## src/rtl/spi_clock_stop_defs.svh

```systemverilog
`ifndef SPI_CLOCK_STOP_DEFS_SVH
`define SPI_CLOCK_STOP_DEFS_SVH

// Clock-stop setting handled by this block and the required polarities.
`define CLOCK_STOP_MODE_DELAYED 2'h3
`define TX_CLOCK_POLARITY_REQ   1'h1
`define FSYNC_POLARITY_REQ      1'h1
// Sample-rate input period in CPU clocks when the internal source is chosen.
`define SRG_INTERNAL_DIV        8'h02
// Settings required in slave modes.
`define SRG_SLAVE_SOURCE        1'h1
`define SRG_SLAVE_DIVIDER       8'h01
`define FRAME_WORD_BITS         8
`define FIFO_DEPTH_DEF          8

`endif

```

## src/rtl/spi_clock_stop_pkg.sv

```systemverilog
package spi_clock_stop_pkg;
   typedef enum logic [1:0] {
      ST_IDLE   = 2'b00,
      ST_SELECT = 2'b01,
      ST_SHIFT  = 2'b10,
      ST_FINISH = 2'b11
   } xfer_state_e;
endpackage

```

## src/rtl/spi_clock_stop.sv

```systemverilog
`timescale 1ns/1ps
`default_nettype none
`include "spi_clock_stop_defs.svh"

module word_fifo #(
   parameter int WIDTH = 8,
   parameter int DEPTH = 8
) (
   input  wire logic             clk_i,
   input  wire logic             rst_i,
   input  wire logic             ce_i,
   // Fill side
   input  wire logic             in_valid_i,
   output logic                  in_ready_o,
   input  wire logic [WIDTH-1:0] in_data_i,
   // Drain side
   output logic                  out_valid_o,
   input  wire logic             out_ready_i,
   output logic [WIDTH-1:0]      out_data_o
);
   localparam int AW = $clog2(DEPTH);
   logic [WIDTH-1:0] mem_r [DEPTH];
   logic [AW-1:0]    wr_ptr_r;
   logic [AW-1:0]    rd_ptr_r;
   logic [AW:0]      count_r;
   logic             push;
   logic             pop;

   // Ready looks only at the count, so a full FIFO refuses a word even as one leaves.
   assign in_ready_o  = (count_r < (AW+1)'(DEPTH));
   assign out_valid_o = (count_r != '0);
   assign out_data_o  = mem_r[rd_ptr_r];
   assign push        = ce_i && in_valid_i && in_ready_o;
   assign pop         = ce_i && out_valid_o && out_ready_i;

   // Storage has no reset; the count alone says which entries hold words.
   always_ff @(posedge clk_i) begin
      if (push) begin
         mem_r[wr_ptr_r] <= in_data_i;
      end
   end

   always_ff @(posedge clk_i) begin
      if (rst_i) begin
         wr_ptr_r <= '0;
         rd_ptr_r <= '0;
         count_r  <= '0;
      end else begin
         if (push) begin
            wr_ptr_r <= (wr_ptr_r == AW'(DEPTH-1)) ? '0 : wr_ptr_r + 1'b1;
         end
         if (pop) begin
            rd_ptr_r <= (rd_ptr_r == AW'(DEPTH-1)) ? '0 : rd_ptr_r + 1'b1;
         end
         if (push && !pop) begin
            count_r <= count_r + 1'b1;
         end else if (pop && !push) begin
            count_r <= count_r - 1'b1;
         end
      end
   end
endmodule

// How it works
// - Sample-rate input is two CPU clocks when source select is 1, else external clock.
// - Bit-clock period equals divider plus one sample-rate input periods; a divider of zero gives two.
// - High phase is divider/2+1 periods when even, (divider+1)/2 when odd or zero.
// - Low phase is divider/2 periods when even, (divider+1)/2 when odd or zero.
// - Slave mode expects source select and divider both set to one.
// - Both frame-sync polarities are one; master drives inverted, active-low select.
// - Slave inverts the active-low select arriving on either frame-sync pin.
// - Master drives transmit clock and frame sync; receive ones are inputs.
// - Slave takes all clock and frame-sync pins as inputs.
// - Master drives select low before a rising edge; transfer starts on rising edge.
// - Outgoing data bits launch on the rising bit-clock edge.
// - Incoming data bits are captured on the rising bit-clock edge.
// - After the last bit the data output is released to high impedance.
// - Master drives the first bit after select, delayed by one low phase.
module spi_clock_stop
   import spi_clock_stop_pkg::*;
#(
   parameter int WORD_BITS  = `FRAME_WORD_BITS,
   parameter int FIFO_DEPTH = `FIFO_DEPTH_DEF
) (
   // Clock, reset and enable
   input  wire logic                 clk_i,
   input  wire logic                 rst_i,
   input  wire logic                 ce_i,
   // Configuration
   input  wire logic                 master_i,
   input  wire logic [1:0]           clock_stop_mode_i,
   input  wire logic                 tx_clock_polarity_i,
   input  wire logic                 tx_fsync_polarity_i,
   input  wire logic                 rx_fsync_polarity_i,
   input  wire logic                 srg_clock_source_select_i,
   input  wire logic [7:0]           srg_clock_divider_i,
   input  wire logic                 srg_ext_clock_i,
   // Transmit word stream
   input  wire logic                 tx_valid_i,
   output logic                      tx_ready_o,
   input  wire logic [WORD_BITS-1:0] tx_data_i,
   // Receive word stream
   output logic                      rx_valid_o,
   output logic [WORD_BITS-1:0]      rx_data_o,
   // Pins; bit clock and transmit frame sync each have input, output and active-low output enable
   input  wire logic                 bit_clock_tx_i,
   output logic                      bit_clock_tx_o,
   output logic                      bit_clock_tx_oe_n_o,
   input  wire logic                 tx_frame_sync_i,
   output logic                      tx_frame_sync_o,
   output logic                      tx_frame_sync_oe_n_o,
   input  wire logic                 rx_frame_sync_i,
   output logic                      serial_data_out_o,
   output logic                      serial_data_out_oe_n_o,
   input  wire logic                 serial_data_in_i,
   // Status
   output logic                      srg_output_clock_o,
   output logic                      busy_o,
   output logic                      config_error_o,
   output logic                      tx_clock_dir_o,
   output logic                      rx_clock_dir_o,
   output logic                      tx_fsync_dir_o,
   output logic                      rx_fsync_dir_o
);
   localparam int BW = $clog2(WORD_BITS + 1);

   xfer_state_e          state_r;
   logic [3:0]           sync0_r;
   logic [3:0]           sync1_r;
   logic                 sclk_prev_r;
   logic                 ext_prev_r;
   logic [1:0]           ext_sync_r;
   logic                 half_r;
   logic                 srg_tick;
   logic [7:0]           phase_cnt_r;
   logic                 clk_level_r;
   logic                 clk_rise;
   logic                 clk_fall;
   logic [7:0]           high_len;
   logic [7:0]           low_len;
   logic                 div_odd_or_zero;
   logic [WORD_BITS-1:0] shift_r;
   logic [WORD_BITS-1:0] rx_shift_r;
   logic [BW-1:0]        bit_cnt_r;
   logic                 select_r;
   logic                 drive_r;
   logic                 dout_r;
   logic                 slave_sel;
   logic                 sclk_in;
   logic                 rise_edge;
   logic                 mode_ok;
   logic                 slave_cfg_bad;
   logic                 f_valid;
   logic                 f_ready;
   logic [WORD_BITS-1:0] f_data;

   word_fifo #(.WIDTH(WORD_BITS), .DEPTH(FIFO_DEPTH)) u_tx_fifo (
      .clk_i       (clk_i),
      .rst_i       (rst_i),
      .ce_i        (ce_i),
      .in_valid_i  (tx_valid_i),
      .in_ready_o  (tx_ready_o),
      .in_data_i   (tx_data_i),
      .out_valid_o (f_valid),
      .out_ready_i (f_ready),
      .out_data_o  (f_data)
   );

   // Pin inputs pass two flops; bit 0 clock, bits 1 and 2 the selects, bit 3 data.
   always_ff @(posedge clk_i) begin
      if (rst_i) begin
         sync0_r <= 4'hF;
         sync1_r <= 4'hF;
         sclk_prev_r <= 1'h1;
      end else if (ce_i) begin
         sync0_r <= {serial_data_in_i, rx_frame_sync_i, tx_frame_sync_i, bit_clock_tx_i};
         sync1_r <= sync0_r;
         sclk_prev_r <= sync1_r[0];
      end
   end

   // The external rate clock gets its own two-flop synchroniser; only its rise matters.
   always_ff @(posedge clk_i) begin
      if (rst_i) begin
         ext_sync_r <= 2'h0;
         ext_prev_r <= 1'h0;
      end else if (ce_i) begin
         ext_sync_r <= {ext_sync_r[0], srg_ext_clock_i};
         ext_prev_r <= ext_sync_r[1];
      end
   end

   assign sclk_in   = sync1_r[0];
   // Active-low select from either frame-sync pin turns into an active-high enable.
   assign slave_sel = ~(sync1_r[1] & sync1_r[2]);

   assign mode_ok = (clock_stop_mode_i == `CLOCK_STOP_MODE_DELAYED)
                  && (tx_clock_polarity_i == `TX_CLOCK_POLARITY_REQ)
                  && (tx_fsync_polarity_i == `FSYNC_POLARITY_REQ)
                  && (rx_fsync_polarity_i == `FSYNC_POLARITY_REQ);
   // Wrong slave settings are only flagged; the port still runs so the fault shows.
   assign slave_cfg_bad  = !master_i
                         && ((srg_clock_source_select_i != `SRG_SLAVE_SOURCE)
                         || (srg_clock_divider_i != `SRG_SLAVE_DIVIDER));
   assign config_error_o = !mode_ok || slave_cfg_bad;

   // Internal source: a tick every second cycle gives the two-clock input period.
   always_ff @(posedge clk_i) begin
      if (rst_i) begin
         half_r <= 1'h0;
      end else if (ce_i) begin
         half_r <= half_r + 1'b1;
      end
   end

   assign srg_tick = srg_clock_source_select_i ? half_r
                   : (ext_sync_r[1] & ~ext_prev_r);

   // Odd dividers split the period evenly; even ones give the spare tick to high.
   always_comb begin
      div_odd_or_zero = srg_clock_divider_i[0] || (srg_clock_divider_i == 8'h00);
      if (div_odd_or_zero) begin
         high_len = 8'((9'(srg_clock_divider_i) + 9'h001) >> 1);
         low_len  = 8'((9'(srg_clock_divider_i) + 9'h001) >> 1);
      end else begin
         high_len = 8'((srg_clock_divider_i >> 1) + 8'h01);
         low_len  = 8'(srg_clock_divider_i >> 1);
      end
   end

   // Phase counter reloads at each boundary; high plus low sums to divider plus one, or to two ticks for divider zero.
   always_ff @(posedge clk_i) begin
      if (rst_i) begin
         phase_cnt_r <= 8'h00;
         clk_level_r <= 1'h1;
      end else if (ce_i && srg_tick) begin
         if (phase_cnt_r + 8'h01 >= (clk_level_r ? high_len : low_len)) begin
            phase_cnt_r <= 8'h00;
            clk_level_r <= ~clk_level_r;
         end else begin
            phase_cnt_r <= phase_cnt_r + 8'h01;
         end
      end
   end

   assign clk_rise = ce_i && srg_tick && !clk_level_r
                   && (phase_cnt_r + 8'h01 >= low_len);
   assign clk_fall = ce_i && srg_tick && clk_level_r
                   && (phase_cnt_r + 8'h01 >= high_len);
   assign srg_output_clock_o = clk_level_r;

   // A slave sees the pin clock two cycles late, through the two-flop synchroniser; the edge flop only holds the old level.
   assign rise_edge = master_i ? clk_rise : (ce_i && sclk_in && !sclk_prev_r);

   assign f_ready = ce_i && (state_r == ST_IDLE) && f_valid
                  && mode_ok && (master_i ? clk_fall : slave_sel);

   // Transfer sequencer for both roles.
   always_ff @(posedge clk_i) begin
      if (rst_i) begin
         state_r    <= ST_IDLE;
         shift_r    <= '0;
         bit_cnt_r  <= '0;
         select_r   <= 1'h0;
         drive_r    <= 1'h0;
         dout_r     <= 1'h0;
      end else if (ce_i) begin
         unique case (state_r)
            // A master takes a word from the FIFO only at a clock fall, so select never cuts a phase; a slave takes it once selected.
            ST_IDLE: begin
               if (f_ready) begin
                  shift_r   <= f_data;
                  bit_cnt_r <= '0;
                  select_r  <= master_i;
                  state_r   <= ST_SELECT;
               end
            end
            ST_SELECT: begin
               // First bit appears one low phase after select, on a rising edge.
               if (rise_edge) begin
                  dout_r  <= shift_r[WORD_BITS-1];
                  drive_r <= 1'h1;
                  state_r <= ST_SHIFT;
               end
            end
            ST_SHIFT: begin
               if (rise_edge) begin
                  shift_r    <= {shift_r[WORD_BITS-2:0], 1'b0};
                  bit_cnt_r  <= bit_cnt_r + 1'b1;
                  if (bit_cnt_r == BW'(WORD_BITS - 1)) begin
                     drive_r    <= 1'h0;
                     state_r    <= ST_FINISH;
                  end else begin
                     dout_r <= shift_r[WORD_BITS-2];
                  end
               end
            end
            ST_FINISH: begin
               // Master holds select through the last high phase; slave waits for deselect.
               if (master_i ? clk_fall : !slave_sel) begin
                  select_r <= 1'h0;
                  state_r  <= ST_IDLE;
               end
            end
         endcase
      end
   end

   // The word is handed over on the rise that shifts in its last bit.
   always_ff @(posedge clk_i) begin
      if (rst_i) begin
         rx_shift_r <= '0;
         rx_valid_o <= 1'h0;
         rx_data_o  <= '0;
      end else if (ce_i) begin
         rx_valid_o <= 1'h0;
         if ((state_r == ST_SHIFT) && rise_edge) begin
            rx_shift_r <= {rx_shift_r[WORD_BITS-2:0], sync1_r[3]};
            if (bit_cnt_r == BW'(WORD_BITS - 1)) begin
               rx_data_o  <= {rx_shift_r[WORD_BITS-2:0], sync1_r[3]};
               rx_valid_o <= 1'h1;
            end
         end
      end
   end

   // Busy covers the wait for deselect, so a slave word is not done too early.
   assign busy_o = (state_r != ST_IDLE);

   // Receive clock and select are always inputs; only the transmit pair follows the role.
   assign tx_clock_dir_o = master_i;
   assign tx_fsync_dir_o = master_i;
   assign rx_clock_dir_o = 1'b0;
   assign rx_fsync_dir_o = 1'b0;

   // The bit clock idles high in clock-stop operation; it runs only while selected.
   assign bit_clock_tx_o       = select_r ? clk_level_r : 1'b1;
   assign bit_clock_tx_oe_n_o  = ~master_i;
   assign tx_frame_sync_o      = ~select_r;
   assign tx_frame_sync_oe_n_o = ~master_i;
   assign serial_data_out_o    = dout_r;
   assign serial_data_out_oe_n_o = ~drive_r;
endmodule

`default_nettype wire

```

## config.mk

```make
export PLATFORM = sky130hd
export DESIGN_NAME = spi_clock_stop
export DESIGN_NICKNAME = d
export VERILOG_FILES = /design/src/rtl/spi_clock_stop_pkg.sv /design/src/rtl/spi_clock_stop.sv
export VERILOG_INCLUDE_DIRS = /design/src /design/src/rtl
export SDC_FILE = /design/constraint.sdc
export NUM_CORES = 1
export LEC_CHECK = 0
export BUFFER_PORTS_ARGS = -buffer_cell sky130_fd_sc_hd__buf_2
export CAP_MARGIN = 20
export CORE_MARGIN = 4
export CORE_UTILIZATION = 40
export DETAILED_ROUTE_END_ITERATION = 10
export PLACE_DENSITY = 0.59
export SKIP_CTS_REPAIR_TIMING = 1
export SLEW_MARGIN = 10
export SYNTH_ARGS = -nofsm -noshare
export SYNTH_HDL_FRONTEND = slang
export SYNTH_SLANG_ARGS = --single-unit
```

## constraint.sdc

```tcl
create_clock -name clk_i -period 4.7 [get_ports clk_i]
set_input_delay 0.94 -clock clk_i [delete_from_list [all_inputs] [get_ports clk_i]]
set_output_delay 0.94 -clock clk_i [all_outputs]
set_load 0.01 [all_outputs]
```

* Word level (Yosys, flattened, before mapping)
Memories as Yosys holds them, arrays and structs flattened. A register that Yosys moved wholly into a read port is not among the register bits.
Index checks and enable logic that the tools add are counted.
** Cells by class
- Eq/ne operators :: 14
- Reduce and logical (&&, ||, !) cells :: 47
- Bitwise operators :: 9
- Add/sub/neg operators :: 9
- Order comparisons :: 4
- Muxes and demuxes :: 42
** Operators by type and width (count)
- 8-bit 2-to-1 mux :: 6
- 8-bit >= comparator :: 3
- 1-bit logical AND :: 22
- 1-bit 2-to-1 mux :: 17
- 4-bit 2-to-1 mux :: 4
- 8-bit case mux with 2 select lines :: 1
- 3-bit 2-to-1 mux :: 4
- 2-bit 2-to-1 mux :: 5
- 5-bit AND reduction :: 2
- 2-bit nonzero test :: 5
- 8-bit by 1-bit adder with 9-bit output (second input constant) :: 1
- 4-bit by 1-bit adder with 4-bit output (second input constant) :: 2
- 7-bit by 1-bit adder with 8-bit output (second input constant) :: 1
- 8-bit by 1-bit adder with 8-bit output (second input constant) :: 1
- 8-bit zero test :: 1
- 2-bit inequality test (second input constant) :: 4
- 8-bit by 1-bit inequality test with 1-bit output (second input constant) :: 1
- 2-bit case mux with 4 select lines :: 1
- 4-bit case mux with 2 select lines :: 1
- 4-bit AND reduction :: 2
- 1-bit inverter :: 7
- 3-bit by 1-bit adder with 3-bit output (second input constant) :: 2
- 2-bit equality test (second input constant) :: 3
- 3-bit equality test (second input constant) :: 2
- 15 further kinds :: 27
** Storage, ports and cells
- Memories kept :: 1
- Bits in writable memories :: 64
- Logic and storage cells :: 146
- Bits in registers :: 65
- Input port bits :: 32
- Output and inout port bits :: 23
** Memory list
- u_tx_fifo.mem_r :: words 8, bits a word 8, rd ports 1, clocked after Yosys merged registers in 1, write ports 1, RTL line spi_clock_stop.sv:22 : logic [WIDTH-1:0] mem_r [DEPTH];

* Depth between registers and ports, before layout
Gate-level depths: netlist (run 1).
- Word-level depth :: 12
- Gate-level depth with buffers :: 21
- Depth with buffers taken out :: 21

* Modules after synthesis
From an unflattened synthesis (run 1), not the netlist that was laid out.
** Unflattened totals
- Cell total of the unflattened synthesis :: 595
- Area total of the unflattened synthesis :: 6792.8 sq um
** Modules (own cells, without submodules)
- spi_clock_stop :: instances 1, area an instance 3691.0 sq um, cells an instance 427
- word_fifo :: instances 1, area an instance 3101.7 sq um, cells an instance 168

* Worst setup path before layout (run 1)
No wires, ideal clock.
- Kind :: input-to-reg
- Start :: input srg_clock_divider_i[4]
- End :: register u_tx_fifo.count_r[3]
- Library setup time :: 0.071 ns
- Arrival time :: 4.644 ns
- Cell stages on the path :: 20
- Slack :: -0.015 ns
- Path buffers :: 1
- Cells stage by stage :: buf_2 > nor4_1 > a31oi_1 > mux2i_1 > nor3_1 > xnor2_1 > ha_1 > a211oi_1 > nor2_1 > o311ai_1 > nand2_1 > nand2_1 > ha_1 > inv_1 > ha_1 > a21o_1 > a21oi_1 > xnor2_1 > or3_1 > a21oi_1
** On the way
- Longest elaborated chain between the ends :: 11
- Elaborated cells between the ends (all ways) :: 15
** Ends and longest elaborated chain
- start, declared :: RTL line spi_clock_stop.sv:96 : input wire logic [7:0] srg_clock_divider_i,
- parallel branches: the longest is 2 deep, another holds 8-bit by 1-bit adder with 9-bit output
- 8-bit 2-to-1 mux (*) :: RTL line spi_clock_stop.sv:222 : if (div_odd_or_zero) begin
- 8-bit >= comparator (*) :: RTL line spi_clock_stop.sv:249 : && (phase_cnt_r + 8'h01 >= high_len);
- 1-bit logical AND (*) :: RTL line spi_clock_stop.sv:249
- 1-bit 2-to-1 mux (*) :: RTL line spi_clock_stop.sv:256 : && mode_ok && (master_i ? clk_fall : slave_sel);
- 1-bit logical AND (*) :: RTL line spi_clock_stop.sv:256
- 1-bit logical AND (*) :: RTL line spi_clock_stop.sv:34 : assign pop = ce_i && out_valid_o && out_ready_i;
- 1-bit zero test :: RTL line spi_clock_stop.sv:55 : if (push && !pop) begin
- 1-bit logical AND :: RTL line spi_clock_stop.sv:55
- 4-bit 2-to-1 mux or 2-bit nonzero test (tied branches)
- end signal, assigned :: RTL line spi_clock_stop.sv:56 : count_r <= count_r + 1'b1;
- end signal, assigned :: RTL line spi_clock_stop.sv:58 : count_r <= count_r - 1'b1;
- end, declared :: RTL line spi_clock_stop.sv:25 : logic [AW:0] count_r;
Mark *: on every way between the ends.
A chain may end at the register's enable or synchronous reset.

* Worst setup path after layout (run 1)
- Start :: input srg_clock_divider_i[5]
- End :: register u_tx_fifo.count_r[3]
The elaborated chain is that of the path after synthesis.

==> results of run 1 <==
cells in the mapped netlist (4+ instances only):
master                     instances  area share [%]
sky130_fd_sc_hd__ha_1             41             7.7
sky130_fd_sc_hd__nor2b_1           6            0.56
sky130_fd_sc_hd__buf_4             6            0.67
sky130_fd_sc_hd__nor3_1           19             1.4
sky130_fd_sc_hd__or3_1             4            0.37
sky130_fd_sc_hd__inv_1            17            0.95
sky130_fd_sc_hd__a21oi_1          19             1.4
sky130_fd_sc_hd__nand2_1          56             3.1
sky130_fd_sc_hd__nand4_1           6            0.56
sky130_fd_sc_hd__a211oi_1          4            0.45
sky130_fd_sc_hd__buf_6             4            0.67
sky130_fd_sc_hd__nor2_1           43             2.4
sky130_fd_sc_hd__o211ai_1          8            0.90
sky130_fd_sc_hd__mux4_2           16             5.4
sky130_fd_sc_hd__mux2i_1          48             7.2
sky130_fd_sc_hd__nand2b_1         12             1.1
sky130_fd_sc_hd__dfxtp_1          68              20
sky130_fd_sc_hd__nand3_1          15             1.1
sky130_fd_sc_hd__edfxtp_1         64              29
sky130_fd_sc_hd__xor2_1           16             2.1
sky130_fd_sc_hd__a31oi_1           6            0.56
sky130_fd_sc_hd__mux2_2            4            0.67
sky130_fd_sc_hd__xnor2_1          14             1.8
sky130_fd_sc_hd__and3_1            6            0.56
sky130_fd_sc_hd__clkbuf_1         13            0.73
sky130_fd_sc_hd__nor4_1            5            0.47
sky130_fd_sc_hd__buf_2             6            0.45
sky130_fd_sc_hd__o21ai_0          10            0.75
power breakdown:
part / total [mW] / switching, mW / leakage (nW) / internal (mW)
sequential: 1.25 / 0.0226 / 1.13 / 1.22
clock: 1.22 / 0.535 / 0.268 / 0.686
combinational: 0.207 / 0.115 / 1.60 / 0.0927
area by class of cell:
cell class                      instances  share of cell area [%]
Clock buffer                           17                    5.44
Timing Repair Buffer                   79                    6.18
Sequential cell                       132                    42.0
Inverter                               18                   0.864
Clock inverter                         15                    1.52
Multi-Input combinational cell        400                    40.6
Tap cell                              216                    3.46
final timing paths:
| check | to | slack (ns) |
|---|---|---|
| setup / recovery | u_tx_fifo.count_r[3] | 0.40 |
| hold / removal | sclk_prev_r | 0.47 |
| setup reg to reg | u_tx_fifo.count_r[3] | 0.75 |
| hold reg to reg | sclk_prev_r | 0.47 |
worst min-delay path: cells and delay by family (launching register included):
kind            cells  cell delay (ns)
flops               1             0.32
simple gates        1             0.06
compound gates      1             0.06
per-layer routing:
layer  up-vias  routed length, um  part of all wire (%)
met4         0                148                   1.0
met2        86               7090                    50
met5         -                  0                     0
met1      2252               6490                    45
met3        13                585                   4.1
li1       2280                  -                     -
cell families after synthesis:
group | synth area share, %
buffers and inverters | 3.71
adder cells (fa/ha/maj) | 7.98
flip-flops | 49.1
multiplexers | 13.3
AND/OR/NAND/NOR | 13.3
XOR/XNOR | 3.93
AO/OA/AOI/OAI | 8.69
other | 0.0561
layout by cell type (no fill, tap or decap), types with 15 or more instances in the layout:
| master | n |
|---|---|
| sky130_fd_sc_hd__edfxtp_1 | 64 |
| sky130_fd_sc_hd__nand3_1 | 15 |
| sky130_fd_sc_hd__clkbuf_16 | 17 |
| sky130_fd_sc_hd__nand2_1 | 56 |
| sky130_fd_sc_hd__nor2_1 | 43 |
| sky130_fd_sc_hd__xor2_1 | 16 |
| sky130_fd_sc_hd__mux2i_1 | 48 |
| sky130_fd_sc_hd__dfxtp_1 | 68 |
| sky130_fd_sc_hd__a21oi_1 | 19 |
| sky130_fd_sc_hd__inv_1 | 17 |
| sky130_fd_sc_hd__mux4_2 | 16 |
| sky130_fd_sc_hd__buf_2 | 52 |
| sky130_fd_sc_hd__ha_1 | 41 |
| sky130_fd_sc_hd__nor3_1 | 18 |
| sky130_fd_sc_hd__buf_4 | 26 |
metrics by stage:
step	instances	hold slack, ns
6_report	877	0.466
5_1_grt	877	0.481
4_1_cts	877	0.466
3_5_place_dp	845	0.451
3_3_place_gp	844	0.445
2_1_floorplan	582	0.426
flip-flops by register name, indices dropped and copies added (netlist names), 2 cells and up, named ones only:
| name | flops |
|---|---|
| u_tx_fifo.mem_r | 64 |
| sync0_r | 4 |
| bit_cnt_r | 4 |
| ext_sync_r | 2 |
| u_tx_fifo.count_r | 4 |
| sync1_r | 4 |
| u_tx_fifo.wr_ptr_r | 3 |
| shift_r | 8 |
| phase_cnt_r | 8 |
| rx_data_o | 8 |
| state_r | 2 |
| u_tx_fifo.rd_ptr_r | 3 |
| rx_shift_r | 7 |
==> flow_metrics.env, run 1 <==
export IMPL_status="finished, final reports clean"
export IMPL_drtIter0Drc=235
export IMPL_synth_cell_types=65
export IMPL_timing_final_max_slew_violations=0
export IMPL_mappedNetlistArea_um2=6680
export IMPL_cts_htree_levels=4
export IMPL_critical_path_depth=20
export IMPL_finalSetupTns_ns=0
export IMPL_cts_num_sinks=132
export IMPL_numPortBuffers=52
export IMPL_clock_skew_final_ns=0.0124
export IMPL_finalCriticalPeriod_ns=4.30
export IMPL_tritoncts_clock_tree="yes"
export IMPL_wl_mm=14.3
export IMPL_critPathBufInv=2
export IMPL_largest_net_degree_at_the_start_of_global_routing=44
export IMPL_maximum_capacitance_violations=0
export IMPL_layout_cell_area_non_filler_um2=7820
export IMPL_tritoncts_num_buffers=17
export IMPL_grt_busiest_layer="met2"
export IMPL_grt_use_met1_pct=19.9
export IMPL_n_antenna_cell=0
export IMPL_final_routed_drc_violation_total=0
export IMPL_placement_setup_worst_slack_ns=-0.0879
export IMPL_finalPower_mw=2.68
export IMPL_initial_core_util_pct=41.5
export IMPL_global_route_usage_total_pct=16.0
export IMPL_first_global_vias=4534
export IMPL_regArea_um2=3280
export IMPL_grt_met3_usage_pct=4.20
export IMPL_synth_main_ff_cell="sky130_fd_sc_hd__dfxtp_1"
export IMPL_crit_path_cell_trace="buf_2, nor4_2, a31oi_2, mux2i_1, nor3_2, xnor2_1, ha_1, a211oi_1, nor2_1, o311ai_1, nand2_1, nand2_1, ha_1, inv_1, ha_1, a21o_1, a21oi_1, xnor2_1, or3_1, a21oi_1"
export IMPL_drt_vias_per_instance=5.28
export IMPL_coreArea_um2=16100
export IMPL_critPathMaxStageDelay_ns=0.34
export IMPL_worst_ep_required_time_ns=5.04
export IMPL_grt_overflow=0
export IMPL_setup_failing_eps_final=0
export IMPL_grt_setup_unrepaired="false"
export IMPL_timing_hold_violations_final=0
export IMPL_timing_max_slew_rel_slack_pct=30.6
export IMPL_routed_via_count=4631
export IMPL_fmax_ghz=0.233
export IMPL_floorplan_die_height_um=137
export IMPL_drt_first_pass_iters=5
export IMPL_crit_path_start_kind="input pin"
export IMPL_hpwl_mm=10.2
export IMPL_number_of_enable_type_register_cells_in_the_synthesized_netlist=64
export IMPL_synth_warnings=0
export IMPL_worst_slew_pin_slew_ns=1.04
export IMPL_clock_root_buffer="sky130_fd_sc_hd__clkbuf_16"
export IMPL_synth_avg_cell_area_um2=11.5
export IMPL_setup_slack_ns=0.403
export IMPL_critPathSlowestCell="sky130_fd_sc_hd__nor4_2"
export IMPL_leakage_nw=2.99
export IMPL_portion_of_the_post_synthesis_area_used_by_sequential_elements_pct=49.1
export IMPL_floorplan_die_area_um2=18800
export IMPL_placed_area_um2=7260
export IMPL_final_antenna_net_count=0
export IMPL_ir_worst_vdd_v=0.000263
export IMPL_post_route_cells_drive_above_1_share_pct=21.3
export IMPL_cp_data_arrival_time_ns=4.64
export IMPL_regToRegStartpoint="phase_cnt_r[0]"
export IMPL_num_io_pins=55
export IMPL_synth_async_reset_ratio_pct=0
export IMPL_hold_sp="sclk_prev_r"
export IMPL_clkTransAtPathRegs_ns=0.06
export IMPL_cts_path_max_buffers=2
export IMPL_globalplace_congestion=0.842
export IMPL_number_of_nets_in_the_layout=722
export IMPL_global_route_usage_met2_pct=27.2
export IMPL_power_per_cell_area_nw_per_um2=342
export IMPL_reg2regPathDepth=18
export IMPL_floorplan_rows=46
export IMPL_cp_max_fo=5
export IMPL_cp_capture_type="register"
export IMPL_timing_hold_worst_class="reg -> reg"
export IMPL_area_growth_synth_to_final_pct=17.0
export IMPL_hold_path_cell_count=2
export IMPL_area_of_combinational_cells_with_multiple_inputs_um2=3170
export IMPL_postSynthRegisterBits=132
export IMPL_layout_core_utilization_pct=48.5
export IMPL_grt_pass1_wl_mm=23.0
export IMPL_avgRoutedWirePerCell_um=16.3
export IMPL_ws_path_type="in -> reg"
export IMPL_family_with_the_most_delay_on_the_worst_path="compound AO/OA/AOI/OAI gates"
export IMPL_die_extent_in_x_um=137
export IMPL_final_min_period_over_clock_period_pct=91.4
export IMPL_cpMostUsedCell="sky130_fd_sc_hd__ha_1"
export IMPL_clk_insertion_delay_late_ns=0.42
export IMPL_n_fill_cell=1449
export IMPL_timing_critical_path_from="srg_clock_divider_i[5]"
export IMPL_number_of_antenna_violations_at_the_first_check_in_global_routing=0
export IMPL_synthesis_instances=581
No activity file was read; power rests on OpenSTA's default activity.
==> inputs of run 2 (changes only) <==
- PLACE_DENSITY: 0.59 -> default
- PLACE_DENSITY_LB_ADDON: default -> 0.05
==> flow_metrics.env, run 2 (synthesis results as in run 1) <==
export IMPL_hold_sp="sclk_prev_r"
export IMPL_maximum_capacitance_violations=0
export IMPL_layout_common_cells="sky130_fd_sc_hd__dfxtp_1, sky130_fd_sc_hd__edfxtp_1, sky130_fd_sc_hd__nand2_1"
export IMPL_hold_end="sclk_prev_r"
export IMPL_largest_net_degree_at_the_start_of_global_routing=43
export IMPL_p_sw_share_pct=25.5
export IMPL_avgRoutedWirePerCell_um=16.8
export IMPL_number_of_nets_in_the_layout=720
export IMPL_timing_final_max_slew_violations=0
export IMPL_floorplan_die_area_um2=18800
export IMPL_status="finished, final reports clean"
export IMPL_globalplace_congestion=0.816
export IMPL_placed_cells=843
export IMPL_cts_num_sinks=132
export IMPL_critPathSlowestCell="sky130_fd_sc_hd__nor4_2"
export IMPL_timing_hold_worst_class="reg -> reg"
export IMPL_final_min_period_over_clock_period_pct=93.2
export IMPL_floorplan_die_height_um=137
export IMPL_cp_data_arrival_time_ns=4.73
export IMPL_power_frac_seq_pct=46.1
export IMPL_clk_insertion_delay_late_ns=0.43
export IMPL_cts_path_max_buffers=2
export IMPL_setup_slack_ns=0.321
export IMPL_final_antenna_net_count=0
export IMPL_first_global_vias=4542
export IMPL_cts_htree_levels=4
export IMPL_worst_slew_pin_slew_ns=1.01
export IMPL_ws_path_type="in -> reg"
export IMPL_grt_overflow=0
export IMPL_worst_ep_required_time_ns=5.06
export IMPL_final_routed_drc_violation_total=0
export IMPL_clock_skew_final_ns=0.0101
export IMPL_clock_power_share_pct=46.1
export IMPL_largest_register="u_tx_fifo.mem_r"
export IMPL_ir_worst_vdd_v=0.000253
export IMPL_clock_root_buffer="sky130_fd_sc_hd__clkbuf_16"
export IMPL_share_of_total_power_in_combinational_logic_pct=7.8
export IMPL_reg2regPathDepth=18
export IMPL_finalCriticalPeriod_ns=4.38
export IMPL_timing_hold_violations_final=0
export IMPL_tritoncts_num_buffers=17
export IMPL_global_route_usage_total_pct=16.5
export IMPL_net_switching_component_of_the_power_mw=0.691
export IMPL_n_antenna_cell=0
export IMPL_cpMostUsedCell="sky130_fd_sc_hd__ha_1"
export IMPL_initial_core_util_pct=41.5
export IMPL_numPortBuffers=52
export IMPL_crit_path_start_kind="input pin"
export IMPL_worst_r2r_setup_slack_ns=0.64
export IMPL_number_of_antenna_violations_at_the_first_check_in_global_routing=0
export IMPL_post_route_cells_drive_above_1_share_pct=21.7
export IMPL_timing_max_slew_rel_slack_pct=32.3
export IMPL_die_extent_in_x_um=137
export IMPL_critPathMaxStageDelay_ns=0.37
export IMPL_hpwl_mm=10.5
export IMPL_area_growth_synth_to_final_pct=17.0
export IMPL_wl_mm=14.7
export IMPL_layout_core_utilization_pct=48.5
export IMPL_routed_via_count=4604
export IMPL_leakage_nw=2.99
export IMPL_drtIter0Drc=211
export IMPL_cp_capture_type="register"
export IMPL_cp_max_fo=5
export IMPL_coreArea_um2=16100
export IMPL_largest_register_ff_count=64
export IMPL_layoutNonFillerInstCount=875
export IMPL_critical_path_reg2reg_endpoint="u_tx_fifo.count_r[3]"
export IMPL_num_io_pins=55
export IMPL_final_common_cell="sky130_fd_sc_hd__dfxtp_1"
export IMPL_floorplan_rows=46
export IMPL_drt_vias_per_instance=5.26
export IMPL_power_per_cell_area_nw_per_um2=346
export IMPL_fmax_ghz=0.228
export IMPL_setup_failing_eps_final=0
export IMPL_grt_pass1_wl_mm=23.4
export IMPL_drt_first_pass_iters=4
export IMPL_tritoncts_clock_tree="yes"
export IMPL_hold_path_cell_count=2
export IMPL_placement_setup_worst_slack_ns=-0.193
export IMPL_family_with_the_most_delay_on_the_worst_path="compound AO/OA/AOI/OAI gates"
export IMPL_cell_internal_pwr_mw=2.02
export IMPL_hold_worst_slack_ns=0.459
export IMPL_critPathBufInv=2
export IMPL_regToRegStartpoint="phase_cnt_r[0]"
export IMPL_clkTransAtPathRegs_ns=0.06
export IMPL_crit_path_cell_trace="buf_2, nor4_2, a31oi_2, mux2i_1, nor3_2, xnor2_1, ha_1, a211oi_1, nor2_1, o311ai_1, nand2_1, nand2_1, ha_1, inv_1, ha_1, a21o_1, a21oi_1, xnor2_1, or3_1, a21oi_1"
-- run 2: cell count changes in the layout (fill, tap and decap cells not counted), moves of 2 or more --
cell / change
sky130_fd_sc_hd__clkinv_1: -2
sky130_fd_sc_hd__nor3_1: -2
sky130_fd_sc_hd__clkinv_4: -2
sky130_fd_sc_hd__nor3_2: +2
sky130_fd_sc_hd__inv_8: +2
-- run 2: cell type report --
type	instances	area (um2)
sequential	132	3280
fill	1508	8300
inverter	18	67.6
tap	216	270
clock buffer	17	425
timing repair buffer	77	448
multi-input combinational	400	3180
clock inverter	15	140
-- run 2: how the worst max path moves through the flow --
stage / from / to / slack [ns] / depth (start not counted)
final: srg_clock_divider_i[5] / u_tx_fifo.count_r[3] / 0.32 / 20
after CTS: srg_clock_divider_i[5] / u_tx_fifo.count_r[3] / 0.22 / 19
after detailed placement: srg_clock_divider_i[5] / u_tx_fifo.count_r[3] / -0.19 / 19
after global routing: srg_clock_divider_i[5] / u_tx_fifo.count_r[3] / -0.02 / 20
after floorplan: srg_clock_divider_i[4] / u_tx_fifo.count_r[3] / 0.008 / 20
after global placement: srg_clock_divider_i[0] / u_tx_fifo.count_r[3] / -0.10 / 21
-- run 2: tightest hold or removal path: stages (launching register included) --
cell,delay [ns]
sky130_fd_sc_hd__dfxtp_1,0.32
sky130_fd_sc_hd__a21oi_1,0.06
sky130_fd_sc_hd__nand2_1,0.05
-- run 2: metal layers --
| metal | vias up | GRT usage [%] | part of all wire (%) | wire length [um] |
|---|---|---|---|---|
| li1 | 2267 | - | - | - |
| met1 | 2222 | 22.3 | 48 | 7080 |
| met3 | 24 | 4.05 | 4.1 | 608 |
| met4 | 0 | 6.10 | 1.8 | 265 |
| met5 | - | 0 | 0 | 0 |
| met2 | 91 | 25.8 | 46 | 6710 |
-- run 2: metrics by stage --
| step | instance area, um2 | power (mW) | setup TNS (ns) |
|---|---|---|---|
| floorplan | 6690 | 1.40 | 0 |
| global placement | 7240 | 1.48 | -0.101 |
| detailed placement | 7240 | 1.48 | -0.214 |
| CTS | 7800 | 2.75 | 0 |
| global route | 7820 | 2.83 | -0.0221 |
| finish | 7820 | 2.71 | 0 |
-- run 2: power by group through the flow --
stage	clock network [mW]	registers, mW	logic (mW)
2_1_floorplan	0	1.26	0.144
3_3_place_gp	0	1.27	0.204
3_5_place_dp	0	1.27	0.209
4_1_cts	1.29	1.25	0.212
5_1_grt	1.34	1.25	0.236
6_report	1.25	1.25	0.212
==> inputs of run 3 (changes only) <==
- CAP_MARGIN: 20 -> default
- CORE_ASPECT_RATIO: default -> 2
- CORE_UTILIZATION: 40 -> 54
==> flow_metrics.env, run 3 (synthesis results as in run 1) <==
export IMPL_setup_slack_ns=0.337
export IMPL_clkTransAtPathRegs_ns=0.06
export IMPL_hold_sp="shift_r[1]"
export IMPL_ws_path_type="in -> reg"
export IMPL_timing_hold_violations_final=0
export IMPL_wl_mm=14.4
export IMPL_final_antenna_net_count=0
export IMPL_n_antenna_cell=0
export IMPL_critical_path_reg2reg_endpoint="u_tx_fifo.count_r[3]"
export IMPL_cts_path_max_buffers=2
export IMPL_finalCriticalPeriod_ns=4.36
export IMPL_num_io_pins=55
export IMPL_grt_pass1_wl_mm=23.5
export IMPL_layout_common_cells="sky130_fd_sc_hd__dfxtp_1, sky130_fd_sc_hd__edfxtp_1, sky130_fd_sc_hd__nand2_1"
export IMPL_cp_max_fo=5
export IMPL_timing_final_max_slew_violations=0
export IMPL_final_min_period_over_clock_period_pct=92.8
export IMPL_cp_capture_type="register"
export IMPL_grt_overflow=0
export IMPL_status="finished, final reports clean"
export IMPL_number_of_antenna_violations_at_the_first_check_in_global_routing=0
export IMPL_cts_htree_levels=4
export IMPL_avgRoutedWirePerCell_um=17.9
export IMPL_maximum_capacitance_violations=0
export IMPL_fmax_ghz=0.229
export IMPL_floorplan_die_height_um=165
export IMPL_clock_skew_final_ns=0.00821
export IMPL_initial_core_util_pct=55.1
export IMPL_setup_failing_eps_final=0
export IMPL_hold_path_cell_count=2
export IMPL_routed_via_count=4680
export IMPL_finalPower_mw=2.78
export IMPL_largest_net_degree_at_the_start_of_global_routing=43
export IMPL_power_per_cell_area_nw_per_um2=357
export IMPL_globalplace_congestion=0.934
export IMPL_ir_worst_vdd_v=0.000412
export IMPL_floorplan_die_area_um2=14300
export IMPL_drtIter0Drc=179
export IMPL_tritoncts_num_buffers=17
export IMPL_number_of_nets_in_the_layout=720
export IMPL_worst_r2r_setup_slack_ns=0.69
export IMPL_hold_worst_slack_ns=0.464
export IMPL_final_routed_drc_violation_total=0
export IMPL_largest_register="u_tx_fifo.mem_r"
export IMPL_grt_setup_unrepaired="false"
export IMPL_cp_data_arrival_time_ns=4.70
export IMPL_largest_register_ff_count=64
export IMPL_placed_cells=774
export IMPL_crit_path_start_kind="input pin"
export IMPL_drt_first_pass_iters=4
export IMPL_reg2regPathDepth=19
export IMPL_n_fill_cell=983
export IMPL_placed_area_um2=7150
export IMPL_final_common_cell="sky130_fd_sc_hd__dfxtp_1"
export IMPL_regToRegStartpoint="phase_cnt_r[0]"
export IMPL_timing_hold_worst_class="reg -> reg"
export IMPL_post_route_cells_drive_above_1_share_pct=22.0
export IMPL_numPortBuffers=52
export IMPL_layout_cell_area_non_filler_um2=7770
export IMPL_tritoncts_clock_tree="yes"
export IMPL_leakage_nw=2.99
export IMPL_global_route_usage_total_pct=21.5
export IMPL_worst_slew_pin_slew_ns=1.08
export IMPL_floorplan_rows=57
export IMPL_drt_vias_per_instance=5.81
export IMPL_first_global_vias=4768
export IMPL_worst_ep_required_time_ns=5.04
export IMPL_clk_insertion_delay_late_ns=0.41
export IMPL_area_growth_synth_to_final_pct=16.3
export IMPL_coreArea_um2=12100
export IMPL_timing_max_slew_rel_slack_pct=28.1
export IMPL_placement_setup_worst_slack_ns=-0.177
export IMPL_hold_end="shift_r[1]"
export IMPL_layoutNonFillerInstCount=806
export IMPL_clock_root_buffer="sky130_fd_sc_hd__clkbuf_16"
export IMPL_hpwl_mm=10.6
export IMPL_cts_num_sinks=132
export IMPL_die_extent_in_x_um=86.7
[run 3: cell types whose count changed in the layout (fill, tap and decap cells not counted), sizes merged]
cell	before	now
bufinv	0	2
clkinv	6	4
clkinvlp	1	4
inv	26	23
[run 3: critical path: stages]
cell and delay (ns):
sky130_fd_sc_hd__buf_2 0.11, sky130_fd_sc_hd__nor4_2 0.35, sky130_fd_sc_hd__a31oi_2 0.22, sky130_fd_sc_hd__mux2i_1 0.27
sky130_fd_sc_hd__ha_1 0.27, sky130_fd_sc_hd__nand2b_1 0.14, sky130_fd_sc_hd__a2111oi_1 0.40, sky130_fd_sc_hd__nor3_1 0.12
sky130_fd_sc_hd__o311ai_2 0.34, sky130_fd_sc_hd__nand2_1 0.09, sky130_fd_sc_hd__nand2_1 0.07, sky130_fd_sc_hd__ha_1 0.17
sky130_fd_sc_hd__inv_1 0.07, sky130_fd_sc_hd__ha_1 0.27, sky130_fd_sc_hd__a21o_1 0.17, sky130_fd_sc_hd__a21oi_1 0.16
sky130_fd_sc_hd__xnor2_1 0.09, sky130_fd_sc_hd__or3_1 0.31, sky130_fd_sc_hd__a21oi_1 0.14
[run 3: layer usage]
| metal | share of wire [%] | vias up | global-route usage (%) |
|---|---|---|---|
| li1 | - | 2267 | - |
| met1 | 37 | 2279 | 22.4 |
| met2 | 57 | 105 | 40.5 |
| met3 | 2.8 | 29 | 3.53 |
| met4 | 3.1 | 0 | 10.3 |
| met5 | 0 | - | 0 |
[run 3: final cells by class]
| cell class | count | area [um2] | share of cell area [%] |
|---|---|---|---|
| clock buffer | 17 | 425 | 5.47 |
| clock inverter | 15 | 170 | 2.19 |
| inverter | 18 | 67.6 | 0.869 |
| multi-input combinational | 400 | 3200 | 41.1 |
| sequential | 132 | 3280 | 42.2 |
| tap | 147 | 184 | 2.37 |
| timing repair buffer | 77 | 448 | 5.76 |
[run 3: how the worst max path moves through the flow]
| stage | startpoint | end | slack, ns | cells after the start |
|---|---|---|---|---|
| after floorplan | srg_clock_divider_i[4] | u_tx_fifo.count_r[3] | 0.008 | 20 |
| after global placement | srg_clock_divider_i[0] | u_tx_fifo.count_r[3] | -0.10 | 21 |
| after detailed placement | srg_clock_divider_i[0] | u_tx_fifo.count_r[3] | -0.18 | 21 |
| after CTS | srg_clock_divider_i[5] | u_tx_fifo.count_r[3] | 0.19 | 20 |
| after global routing | srg_clock_divider_i[5] | u_tx_fifo.count_r[3] | 0.01 | 19 |
| final | srg_clock_divider_i[5] | u_tx_fifo.count_r[3] | 0.34 | 19 |
[run 3: stage by stage]
| stage | util (%) | setup TNS [ns] |
|---|---|---|
| floorplan | - | 0 |
| CTS | 63.9 | 0 |
| finish | 64.1 | 0 |
| global route | 64.1 | 0 |
| detailed placement | 59.0 | -0.203 |
| global placement | 59.0 | -0.103 |
[run 3: report_power, final]
group	leakage (nW)	internal, mW	switching [mW]
Sequential	1.13	1.22	0.0233
Clock	0.281	0.795	0.523
Combinational	1.58	0.0937	0.117
Total	2.99	2.11	0.664
